### config.mk
export PLATFORM = sky130hd
export DESIGN_NAME = pcd_regs
export DESIGN_NICKNAME = d
export VERILOG_FILES = /design/src/pcd_regs.v /design/src/pcd_phy_slice.v
export VERILOG_INCLUDE_DIRS = /design/src
export SDC_FILE = /design/constraint.sdc
export NUM_CORES = 1
export LEC_CHECK = 0
export BUFFER_PORTS_ARGS = -buffer_cell sky130_fd_sc_hd__buf_2
export CAP_MARGIN = 20
export CORE_AREA = 2 2 86 88
export DETAILED_ROUTE_END_ITERATION = 7
export DIE_AREA = 0 0 88 90
export PLACE_DENSITY = 0.86
export SLEW_MARGIN = 40
export SYNTH_ARGS = -nofsm -noshare
export SYNTH_HDL_FRONTEND = slang
export SYNTH_SLANG_ARGS = --single-unit
### constraint.sdc
create_clock -name i_clock -period 1.9 [get_ports i_clock]
set_clock_uncertainty 0.1 [all_clocks]
set_input_delay 0.38 -clock i_clock [delete_from_list [all_inputs] [get_ports i_clock]]
set_output_delay 0.38 -clock i_clock [all_outputs]
set_load 0.05 [all_outputs]
### src/pcd_consts.vh
// Purpose: constants for the PHY cable-diagnostic and special register bank
// Assumes: one 40 MHz clock, asynchronous active-low reset
// Notes: 16-bit PHY registers plus their 8-bit switch-space mirrors
//
// Overview of operation
// [RL1] writing one starts test, self-clears when done
// [RL2] bits 14:13 give cable test result code
// [RL3] bit 12 flags short within ten metres
// [RL4] bits 8:0 fault count, about 0.4 m each
// [RL5] diag 11:9 and special 15:6 read zero
// [RL6] bit 5 shows receive polarity reversed
// [RL7] bit 4 one means MDI, zero MDI-X
// [RL8] bit 3 forces link pass when set
// [RL9] bit 2 zero enables power saving, resets one
// [RL10] bit 1 loops received signal back to transmit
// [RL11] host leaves reserved bit 0 at zero
// [RL12] result code mirrored at reg 26/42 bits 6:5
// [RL13] count bit 8 in reg 26/42, rest 27/43
// [RL14] crossover in reg 30/46, polarity reg 31/47
// [RL15] decode port control ranges for three ports
// [RL16] decode port status ranges, 0x3A-0x3E reserved
// [RL17] identity 0x00-0x01, global control 0x02-0x0F
// [RL18] read-only writes ignored, both spaces agree
`ifndef PCD_CONSTS_VH
`define PCD_CONSTS_VH

// 16-bit PHY register space
`define PCD_PHY_SEL_W 5
`define PCD_PHY1_ADDR 5'h01
`define PCD_PHY2_ADDR 5'h02
`define PCD_REG_DIAG 5'h1D
`define PCD_REG_SPECIAL 5'h1F

// diagnostic register fields
`define PCD_DIAG_ENABLE_BIT 15
`define PCD_DIAG_RESULT_HI 14
`define PCD_DIAG_RESULT_LO 13
`define PCD_DIAG_SHORT_BIT 12
`define PCD_DIAG_COUNT_HI 8
`define PCD_RESULT_NORMAL 2'h0
`define PCD_RESULT_OPEN 2'h1
`define PCD_RESULT_SHORT 2'h2
`define PCD_RESULT_FAILED 2'h3
`define PCD_COUNT_RESET 9'h000
`define PCD_DECIMETRES_PER_COUNT 4

// special control/status fields
`define PCD_SPEC_POLARITY_BIT 5
`define PCD_SPEC_MDI_BIT 4
`define PCD_SPEC_FORCE_BIT 3
`define PCD_SPEC_PWRSAVE_BIT 2
`define PCD_SPEC_LOOPBACK_BIT 1
`define PCD_SPEC_RSVD_BIT 0
`define PCD_PWRSAVE_RESET 1'h1

// 8-bit mirror registers, PHY1 then PHY2
`define PCD_SW_P1_CTRL 8'h1A
`define PCD_SW_P1_COUNT 8'h1B
`define PCD_SW_P1_STAT0 8'h1E
`define PCD_SW_P1_STAT1 8'h1F
`define PCD_SW_P2_CTRL 8'h2A
`define PCD_SW_P2_COUNT 8'h2B
`define PCD_SW_P2_STAT0 8'h2E
`define PCD_SW_P2_STAT1 8'h2F
`define PCD_SW_SHORT_BIT 7
`define PCD_SW_RESULT_HI 6
`define PCD_SW_RESULT_LO 5
`define PCD_SW_ENABLE_BIT 4
`define PCD_SW_MDI_BIT 7
`define PCD_SW_POLARITY_BIT 5

// 8-bit region bounds
`define PCD_ID_LAST 8'h01
`define PCD_GLOBAL_LAST 8'h0F
`define PCD_P1_CTRL_LAST 8'h1D
`define PCD_P1_STAT_LAST 8'h1F
`define PCD_P2_CTRL_LAST 8'h2D
`define PCD_P2_STAT_LAST 8'h2F
`define PCD_P3_CTRL_LAST 8'h39
`define PCD_RSVD_LAST 8'h3E
`define PCD_P3_STAT 8'h3F

// region codes
`define PCD_REGION_W 4
`define PCD_REGION_ID 4'h0
`define PCD_REGION_GLOBAL 4'h1
`define PCD_REGION_P1_CTRL 4'h2
`define PCD_REGION_P1_STAT 4'h3
`define PCD_REGION_P2_CTRL 4'h4
`define PCD_REGION_P2_STAT 4'h5
`define PCD_REGION_P3_CTRL 4'h6
`define PCD_REGION_RSVD 4'h7
`define PCD_REGION_P3_STAT 4'h8
`define PCD_REGION_OTHER 4'h9

`endif

### src/pcd_regs.v
// Purpose: PHY cable-diagnostic and special register bank, two PHYs
// Assumes: MIIM and switch-host accesses are one-cycle strobes
// Notes: 8-bit region decode is reported for the rest of the switch
`timescale 1ns/1ps
`include "pcd_consts.vh"

module pcd_regs (
    input wire i_clock,
    input wire i_rst_n,
    // MII management side, 16-bit registers
    input wire [4:0] i_phy_select,
    input wire [4:0] i_phy_register_select,
    input wire i_miim_wr_en,
    input wire i_miim_rd_en,
    input wire [15:0] i_miim_wdata,
    output reg [15:0] o_miim_rdata,
    output reg o_miim_hit,
    // switch host side, 8-bit registers
    input wire [7:0] i_sw_addr,
    input wire i_sw_wr_en,
    input wire i_sw_rd_en,
    input wire [7:0] i_sw_wdata,
    output reg [7:0] o_sw_rdata,
    output reg o_sw_hit,
    output reg [3:0] o_sw_region,
    // per-PHY status from the analog side, index 0 is PHY1
    input wire [1:0] i_test_done,
    input wire [3:0] i_test_result,
    input wire [1:0] i_near_short_flag,
    input wire [17:0] i_fault_count,
    input wire [1:0] i_polarity_reversed,
    input wire [1:0] i_mdi_straight,
    // per-PHY controls
    output wire [1:0] o_test_enable,
    output wire [1:0] o_force_link,
    output wire [1:0] o_power_save_en,
    output wire [1:0] o_remote_loopback
);
    wire [31:0] diag_words;
    wire [31:0] spec_words;
    wire [1:0] phy_hit;
    wire miim_is_diag;
    wire miim_is_spec;
    wire [7:0] sw_ctrl_addr [0:1];
    wire [7:0] sw_count_addr [0:1];
    wire [7:0] sw_stat0_addr [0:1];
    wire [7:0] sw_stat1_addr [0:1];
    reg [15:0] miim_rdata_next;
    reg miim_hit_next;
    reg [7:0] sw_rdata_next;
    reg sw_hit_next;
    reg [3:0] region_next;
    integer k;

    assign phy_hit[0] = (i_phy_select == `PCD_PHY1_ADDR);
    assign phy_hit[1] = (i_phy_select == `PCD_PHY2_ADDR);
    assign miim_is_diag = (i_phy_register_select == `PCD_REG_DIAG);
    assign miim_is_spec = (i_phy_register_select == `PCD_REG_SPECIAL);

    assign sw_ctrl_addr[0] = `PCD_SW_P1_CTRL;
    assign sw_ctrl_addr[1] = `PCD_SW_P2_CTRL;
    assign sw_count_addr[0] = `PCD_SW_P1_COUNT;
    assign sw_count_addr[1] = `PCD_SW_P2_COUNT;
    assign sw_stat0_addr[0] = `PCD_SW_P1_STAT0;
    assign sw_stat0_addr[1] = `PCD_SW_P2_STAT0;
    assign sw_stat1_addr[0] = `PCD_SW_P1_STAT1;
    assign sw_stat1_addr[1] = `PCD_SW_P2_STAT1;

    genvar g;
    generate
        for (g = 0; g < 2; g = g + 1) begin : phy
            pcd_phy_slice u_slice (
                .i_clock(i_clock),
                .i_rst_n(i_rst_n),
                // [RL18] only writable fields take write data
                .i_wr_diag16(i_miim_wr_en && phy_hit[g] && miim_is_diag),
                .i_wr_spec16(i_miim_wr_en && phy_hit[g] && miim_is_spec),
                .i_wdata16(i_miim_wdata),
                .i_wr_ctrl8(i_sw_wr_en && (i_sw_addr == sw_ctrl_addr[g])),
                .i_wdata8(i_sw_wdata),
                .i_test_done(i_test_done[g]),
                .i_test_result(i_test_result[2*g+1:2*g]),
                .i_near_short(i_near_short_flag[g]),
                .i_fault_count(i_fault_count[9*g+8:9*g]),
                .i_polarity_reversed(i_polarity_reversed[g]),
                .i_mdi_straight(i_mdi_straight[g]),
                .o_diag_word(diag_words[16*g+15:16*g]),
                .o_spec_word(spec_words[16*g+15:16*g]),
                .o_test_enable(o_test_enable[g]),
                .o_force_link(o_force_link[g]),
                .o_power_save_en(o_power_save_en[g]),
                .o_remote_loopback(o_remote_loopback[g])
            );
        end
    endgenerate

    // 16-bit read; unmapped reads return zero
    always @* begin
        miim_rdata_next = 16'h0000;
        miim_hit_next = 1'b0;
        for (k = 0; k < 2; k = k + 1) begin
            if (phy_hit[k] && miim_is_diag) begin
                miim_rdata_next = diag_words[16*k +: 16];
                miim_hit_next = 1'b1;
            end else if (phy_hit[k] && miim_is_spec) begin
                miim_rdata_next = spec_words[16*k +: 16];
                miim_hit_next = 1'b1;
            end
        end
    end

    // 8-bit mirrors; bits owned by other blocks read zero here
    always @* begin
        sw_rdata_next = 8'h00;
        sw_hit_next = 1'b0;
        for (k = 0; k < 2; k = k + 1) begin
            if (i_sw_addr == sw_ctrl_addr[k]) begin
                // [RL12] [RL13] short, result, control, count msb
                sw_rdata_next = {
                    diag_words[16*k + `PCD_DIAG_SHORT_BIT],
                    diag_words[16*k + `PCD_DIAG_RESULT_HI],
                    diag_words[16*k + `PCD_DIAG_RESULT_LO],
                    diag_words[16*k + `PCD_DIAG_ENABLE_BIT],
                    spec_words[16*k + `PCD_SPEC_FORCE_BIT],
                    spec_words[16*k + `PCD_SPEC_PWRSAVE_BIT],
                    spec_words[16*k + `PCD_SPEC_LOOPBACK_BIT],
                    diag_words[16*k + `PCD_DIAG_COUNT_HI]};
                sw_hit_next = 1'b1;
            end else if (i_sw_addr == sw_count_addr[k]) begin
                // [RL13] low count byte
                sw_rdata_next = diag_words[16*k +: 8];
                sw_hit_next = 1'b1;
            end else if (i_sw_addr == sw_stat0_addr[k]) begin
                // [RL14] crossover mirror
                sw_rdata_next[`PCD_SW_MDI_BIT] =
                    spec_words[16*k + `PCD_SPEC_MDI_BIT];
                sw_hit_next = 1'b1;
            end else if (i_sw_addr == sw_stat1_addr[k]) begin
                // [RL14] polarity mirror
                sw_rdata_next[`PCD_SW_POLARITY_BIT] =
                    spec_words[16*k + `PCD_SPEC_POLARITY_BIT];
                sw_hit_next = 1'b1;
            end
        end
    end

    // [RL15] [RL16] [RL17] top-level 8-bit region decode
    always @* begin
        if (i_sw_addr <= `PCD_ID_LAST)
            region_next = `PCD_REGION_ID;
        else if (i_sw_addr <= `PCD_GLOBAL_LAST)
            region_next = `PCD_REGION_GLOBAL;
        else if (i_sw_addr <= `PCD_P1_CTRL_LAST)
            region_next = `PCD_REGION_P1_CTRL;
        else if (i_sw_addr <= `PCD_P1_STAT_LAST)
            region_next = `PCD_REGION_P1_STAT;
        else if (i_sw_addr <= `PCD_P2_CTRL_LAST)
            region_next = `PCD_REGION_P2_CTRL;
        else if (i_sw_addr <= `PCD_P2_STAT_LAST)
            region_next = `PCD_REGION_P2_STAT;
        else if (i_sw_addr <= `PCD_P3_CTRL_LAST)
            region_next = `PCD_REGION_P3_CTRL;
        else if (i_sw_addr <= `PCD_RSVD_LAST)
            region_next = `PCD_REGION_RSVD;
        else if (i_sw_addr == `PCD_P3_STAT)
            region_next = `PCD_REGION_P3_STAT;
        else
            region_next = `PCD_REGION_OTHER;
    end

    // read data held until the next read strobe
    always @(posedge i_clock or negedge i_rst_n) begin
        if (!i_rst_n) begin
            o_miim_rdata <= 16'h0000;
            o_miim_hit <= 1'b0;
            o_sw_rdata <= 8'h00;
            o_sw_hit <= 1'b0;
            o_sw_region <= `PCD_REGION_ID;
        end else begin
            if (i_miim_rd_en) begin
                o_miim_rdata <= miim_rdata_next;
                o_miim_hit <= miim_hit_next;
            end
            if (i_sw_rd_en || i_sw_wr_en) begin
                o_sw_region <= region_next;
            end
            if (i_sw_rd_en) begin
                o_sw_rdata <= sw_rdata_next;
                o_sw_hit <= sw_hit_next;
            end
        end
    end
endmodule

### src/pcd_phy_slice.v
// Purpose: per-PHY diagnostic and special control/status state
// Assumes: write strobes are one-cycle pulses, already decoded
// Notes: one copy per copper PHY, shared by both address spaces
`timescale 1ns/1ps
`include "pcd_consts.vh"

module pcd_phy_slice (
    input wire i_clock,
    input wire i_rst_n,
    input wire i_wr_diag16,
    input wire i_wr_spec16,
    input wire [15:0] i_wdata16,
    input wire i_wr_ctrl8,
    input wire [7:0] i_wdata8,
    input wire i_test_done,
    input wire [1:0] i_test_result,
    input wire i_near_short,
    input wire [8:0] i_fault_count,
    input wire i_polarity_reversed,
    input wire i_mdi_straight,
    output wire [15:0] o_diag_word,
    output wire [15:0] o_spec_word,
    output wire o_test_enable,
    output wire o_force_link,
    output wire o_power_save_en,
    output wire o_remote_loopback
);
    reg enable_reg;
    reg [1:0] result_reg;
    reg short_reg;
    reg [8:0] count_reg;
    reg force_reg;
    reg pwrsave_off_reg;
    reg loop_reg;
    reg rsvd0_reg;
    reg polarity_reg;
    reg mdi_reg;

    always @(posedge i_clock or negedge i_rst_n) begin
        if (!i_rst_n) begin
            enable_reg <= 1'b0;
            result_reg <= `PCD_RESULT_NORMAL;
            short_reg <= 1'b0;
            count_reg <= `PCD_COUNT_RESET;
            force_reg <= 1'b0;
            pwrsave_off_reg <= `PCD_PWRSAVE_RESET;
            loop_reg <= 1'b0;
            rsvd0_reg <= 1'b0;
            polarity_reg <= 1'b0;
            mdi_reg <= 1'b0;
        end else begin
            // [RL6] [RL7] live status sampled
            polarity_reg <= i_polarity_reversed;
            mdi_reg <= i_mdi_straight;
            // [RL2] [RL3] [RL4] capture test outcome
            if (enable_reg && i_test_done) begin
                result_reg <= i_test_result;
                short_reg <= i_near_short;
                count_reg <= i_fault_count;
            end
            // [RL1] host write wins over self-clear
            if (i_wr_diag16)
                enable_reg <= i_wdata16[`PCD_DIAG_ENABLE_BIT];
            else if (i_wr_ctrl8)
                enable_reg <= i_wdata8[`PCD_SW_ENABLE_BIT];
            else if (i_test_done)
                enable_reg <= 1'b0;
            // [RL8] [RL9] [RL10] control bits, either space
            if (i_wr_spec16) begin
                force_reg <= i_wdata16[`PCD_SPEC_FORCE_BIT];
                pwrsave_off_reg <= i_wdata16[`PCD_SPEC_PWRSAVE_BIT];
                loop_reg <= i_wdata16[`PCD_SPEC_LOOPBACK_BIT];
                rsvd0_reg <= i_wdata16[`PCD_SPEC_RSVD_BIT];
            end else if (i_wr_ctrl8) begin
                force_reg <= i_wdata8[`PCD_SPEC_FORCE_BIT];
                pwrsave_off_reg <= i_wdata8[`PCD_SPEC_PWRSAVE_BIT];
                loop_reg <= i_wdata8[`PCD_SPEC_LOOPBACK_BIT];
            end
        end
    end

    // [RL5] diag 11:9 and special 15:6 read zero; reserved bit 0 reads back as written
    assign o_diag_word = {enable_reg, result_reg, short_reg, 3'h0,
                          count_reg};
    assign o_spec_word = {10'h000, polarity_reg, mdi_reg, force_reg,
                          pwrsave_off_reg, loop_reg, rsvd0_reg};
    assign o_test_enable = enable_reg;
    assign o_force_link = force_reg;
    // [RL9] inverted sense
    assign o_power_save_en = ~pwrsave_off_reg;
    assign o_remote_loopback = loop_reg;
endmodule

==> metrics.txt <==
synth unique cells=between 40 and 50; GR peak layer=met2; H-tree levels=3; Pint=between 2 and 2.5 mW; cell area after placement=slightly above 0.004 mm2; Max Freq=roughly 530 MHz; CTS Buffer Depth=2; Num CTS Buffers=9; worst hold endpoint=phy[1].u_slice.polarity_reg; Worst Reg-to-Reg Cells=3; Core Area=about 0.0070 mm2; Synth warnings=0; commonest non-fill, non-tap cell in the layout=buf_2; die height=~90 um; Detailed Routing Iterations Pass 1=4; CP Launch Type=input pin; combinational group share of total power=0.135; commonest cells after routing, fill and taps aside=buf_2, dfrtp_1, mux2i_1, mux2_2, buf_4; cell area after synthesis=roughly 0.0034 mm2; number of I/O pins=between 100 and 150; final wirelength=approximately 9.0 mm; Placer Congestion=between 0.8 and 0.9; largest net degree at the start of global routing=29; Hold Violations, Final=0; worst hold slack=between 20 and 25 ps; Vias=~2800; # rows=31; WP buf/inv=2; Final Max Tran Viols=0; RSZ-0062 raised after global routing=false; initial antenna violation count=1; hold buffer count at CTS=1; via count of the first global-routing pass=about 2800; final setup vio count=0; Slew @ Worst Pin=between 500 and 600 ps; initial core utilization=0.489; Final nets=a little under 500; clock-pin slew on the worst setup and hold paths=~80 ps; Seq/Total Area, Yosys=0.474; Max transition margin=0.621; MaxCap Viol Count=0; Design Area, Final=approximately 0.0044 mm2; CTS tree=yes; Crit Path Max Fanout=10; Flop pwr share=0.440; Power Density=about 770 mW/mm2; Max stage delay cell, worst path=or4b_4; HPWL Detailed=between 6 and 7 mm; top_reg_cell synth=dfrtp_1; Setup Crit Path Kind=input pin to flop; r2r setup slk=around 460 ps; hold depth=1; Final min period=approximately 1900 ps; DIE AREA=around 0.0079 mm2; CP max stage delay=570 ps; Cell Chain, Critical Path=buf_2 -> or4b_4 -> buf_4 -> or4_1 -> a31oi_1; Placed Cells=roughly 500; Non-Filler Instances=roughly 520; post-layout total power=about 3.4 mW; gr usage total=0.239; switch share=0.265; Arr. time, crit path=2040 ps; cell family with most CP delay=simple AND/OR/NAND/NOR gates; Post-synth EDFFs=0; Via-to-Cell Ratio=5.40; status=complete, no violations; hold path start=i_polarity_reversed[1]; Gate Count Post-Synth=~310; die width=88 um; Yosys reg bits=between 60 and 70; Multi-input gate area=0.00158 mm2; Synth-to-Final Area Change=27.2%; clock power share=0.425; met2 Use GR=0.374; CTS Sinks=65; Final ANT Viol Nets=0; first-pass GRT wire length=~14 mm; worst vdd ir=approximately 0.5 mV; Async SR Flop Fraction=1.00; # port buffers=97; wire per inst=about 17 um; layout cells sized above 1=0.455; Worst Hold Class=input pin to flop; Tcrit/Tclk final=0.989; worst flop-to-flop path endpoint=o_sw_rdata[7]; sw power=slightly below 0.9 mW; post-CTS sizing=0; register area=between 0.0015 and 0.002 mm2; Remaining Overflow, GRT=0; # fillers=540; DRC errors left=0; Setup Buffers After CTS=0; met1 Track Usage GR=0.322; Root Driver=clkbuf_8; leak pwr=between 2 and 2.5 nW; met3 Track Usage GR=0.0487; max reg flops=18; Required @ worst endpoint=between 2000 and 2500 ps; CP endpoint kind=flop; clk_lat worst skew=360 ps; worst reg2reg startpoint=phy[0].u_slice.count_reg[7]; Avg Cell Area, Syn=between 10 and 15 um2; number of DRC markers in iteration 0=between 200 and 250; final core utilization=0.623
==> metrics by stage <==
| stage | setup TNS (ps) | setup WS, ps |
|---|---|---|
| final | 0 | 21.4 |
| after global routing | 0 | 23.8 |
| after CTS | 0 | 81.4 |
| after detailed placement | -4270 | -287 |
| after global placement | -3210 | -285 |
| after floorplan | -247 | -247 |
==> final cells by class <==
cell class,count,area share
Clock inverter,7,0.0272
Clock buffer,9,0.0283
Timing Repair Buffer,127,0.169
Multi-Input combinational cell,199,0.361
Antenna cell,1,0.000572
Tap cell,99,0.0283
Sequential cell,65,0.373
Inverter,15,0.0129
==> power by group through the flow <==
| stage | combinational (mW) | sequential (mW) | clock, mW |
|---|---|---|---|
| 2_1_floorplan | 0.218 | 1.56 | 0 |
| 3_3_place_gp | 0.436 | 1.50 | 0 |
| 3_5_place_dp | 0.450 | 1.50 | 0 |
| 4_1_cts | 0.454 | 1.48 | 1.45 |
| 5_1_grt | 0.487 | 1.48 | 1.51 |
| 6_report | 0.454 | 1.48 | 1.43 |
==> worst max-delay path by stage <==
stage | start | endpoint | slack, ps | cells after the start
3_3_place_gp | i_sw_addr[7] | phy[0].u_slice.o_test_enable | -290 | 5
3_5_place_dp | i_sw_addr[7] | phy[0].u_slice.o_test_enable | -290 | 5
4_1_cts | i_sw_addr[7] | phy[0].u_slice.o_test_enable | 80 | 5
2_1_floorplan | i_sw_addr[7] | phy[0].u_slice.o_test_enable | -250 | 4
5_1_grt | i_sw_addr[7] | phy[1].u_slice.o_force_link | 20 | 7
6_report | i_sw_addr[7] | o_sw_rdata[7] | 20 | 5
==> synth_stat cells, drive strengths merged, types with 2 or more instances <==
master  number  area (um2)
a21oi       12        60.1
a22oi        7        52.6
a32o         2        20.0
and4         2        17.5
buf         17         133
clkbuf      11        41.3
dfrtp       63        1580
dfstp        2        52.6
inv         15        56.3
mux2        31         349
mux2i       32         320
nand2       17        63.8
nand2b       4        25.0
nand3        2        10.0
nand3b       3        22.5
nand4        2        12.5
nor2        15        56.3
nor3         5        25.0
nor4         7         116
o21ai       10        50.1
o22a        11         103
o22ai       13        81.3
or2          2        12.5
or4b         2        27.5
==> kinds of logic after synthesis <==
| logic type | after synthesis | share of synthesized area |
|---|---|---|
| AO/OA/AOI/OAI | 66 | 0.133 |
| buffers and inverters | 44 | 0.0696 |
| flip-flops | 65 | 0.474 |
| multiplexers | 63 | 0.195 |
| other | 1 | 0.00109 |
| AND/OR/NAND/NOR | 67 | 0.127 |
==> metal layers <==
metal	vias up	share of wire
met3	14	0.077
met2	131	0.48
met5	-	0
li1	1330	-
met1	1345	0.42
met4	0	0.022
No activity file was read; power rests on OpenSTA's default activity.
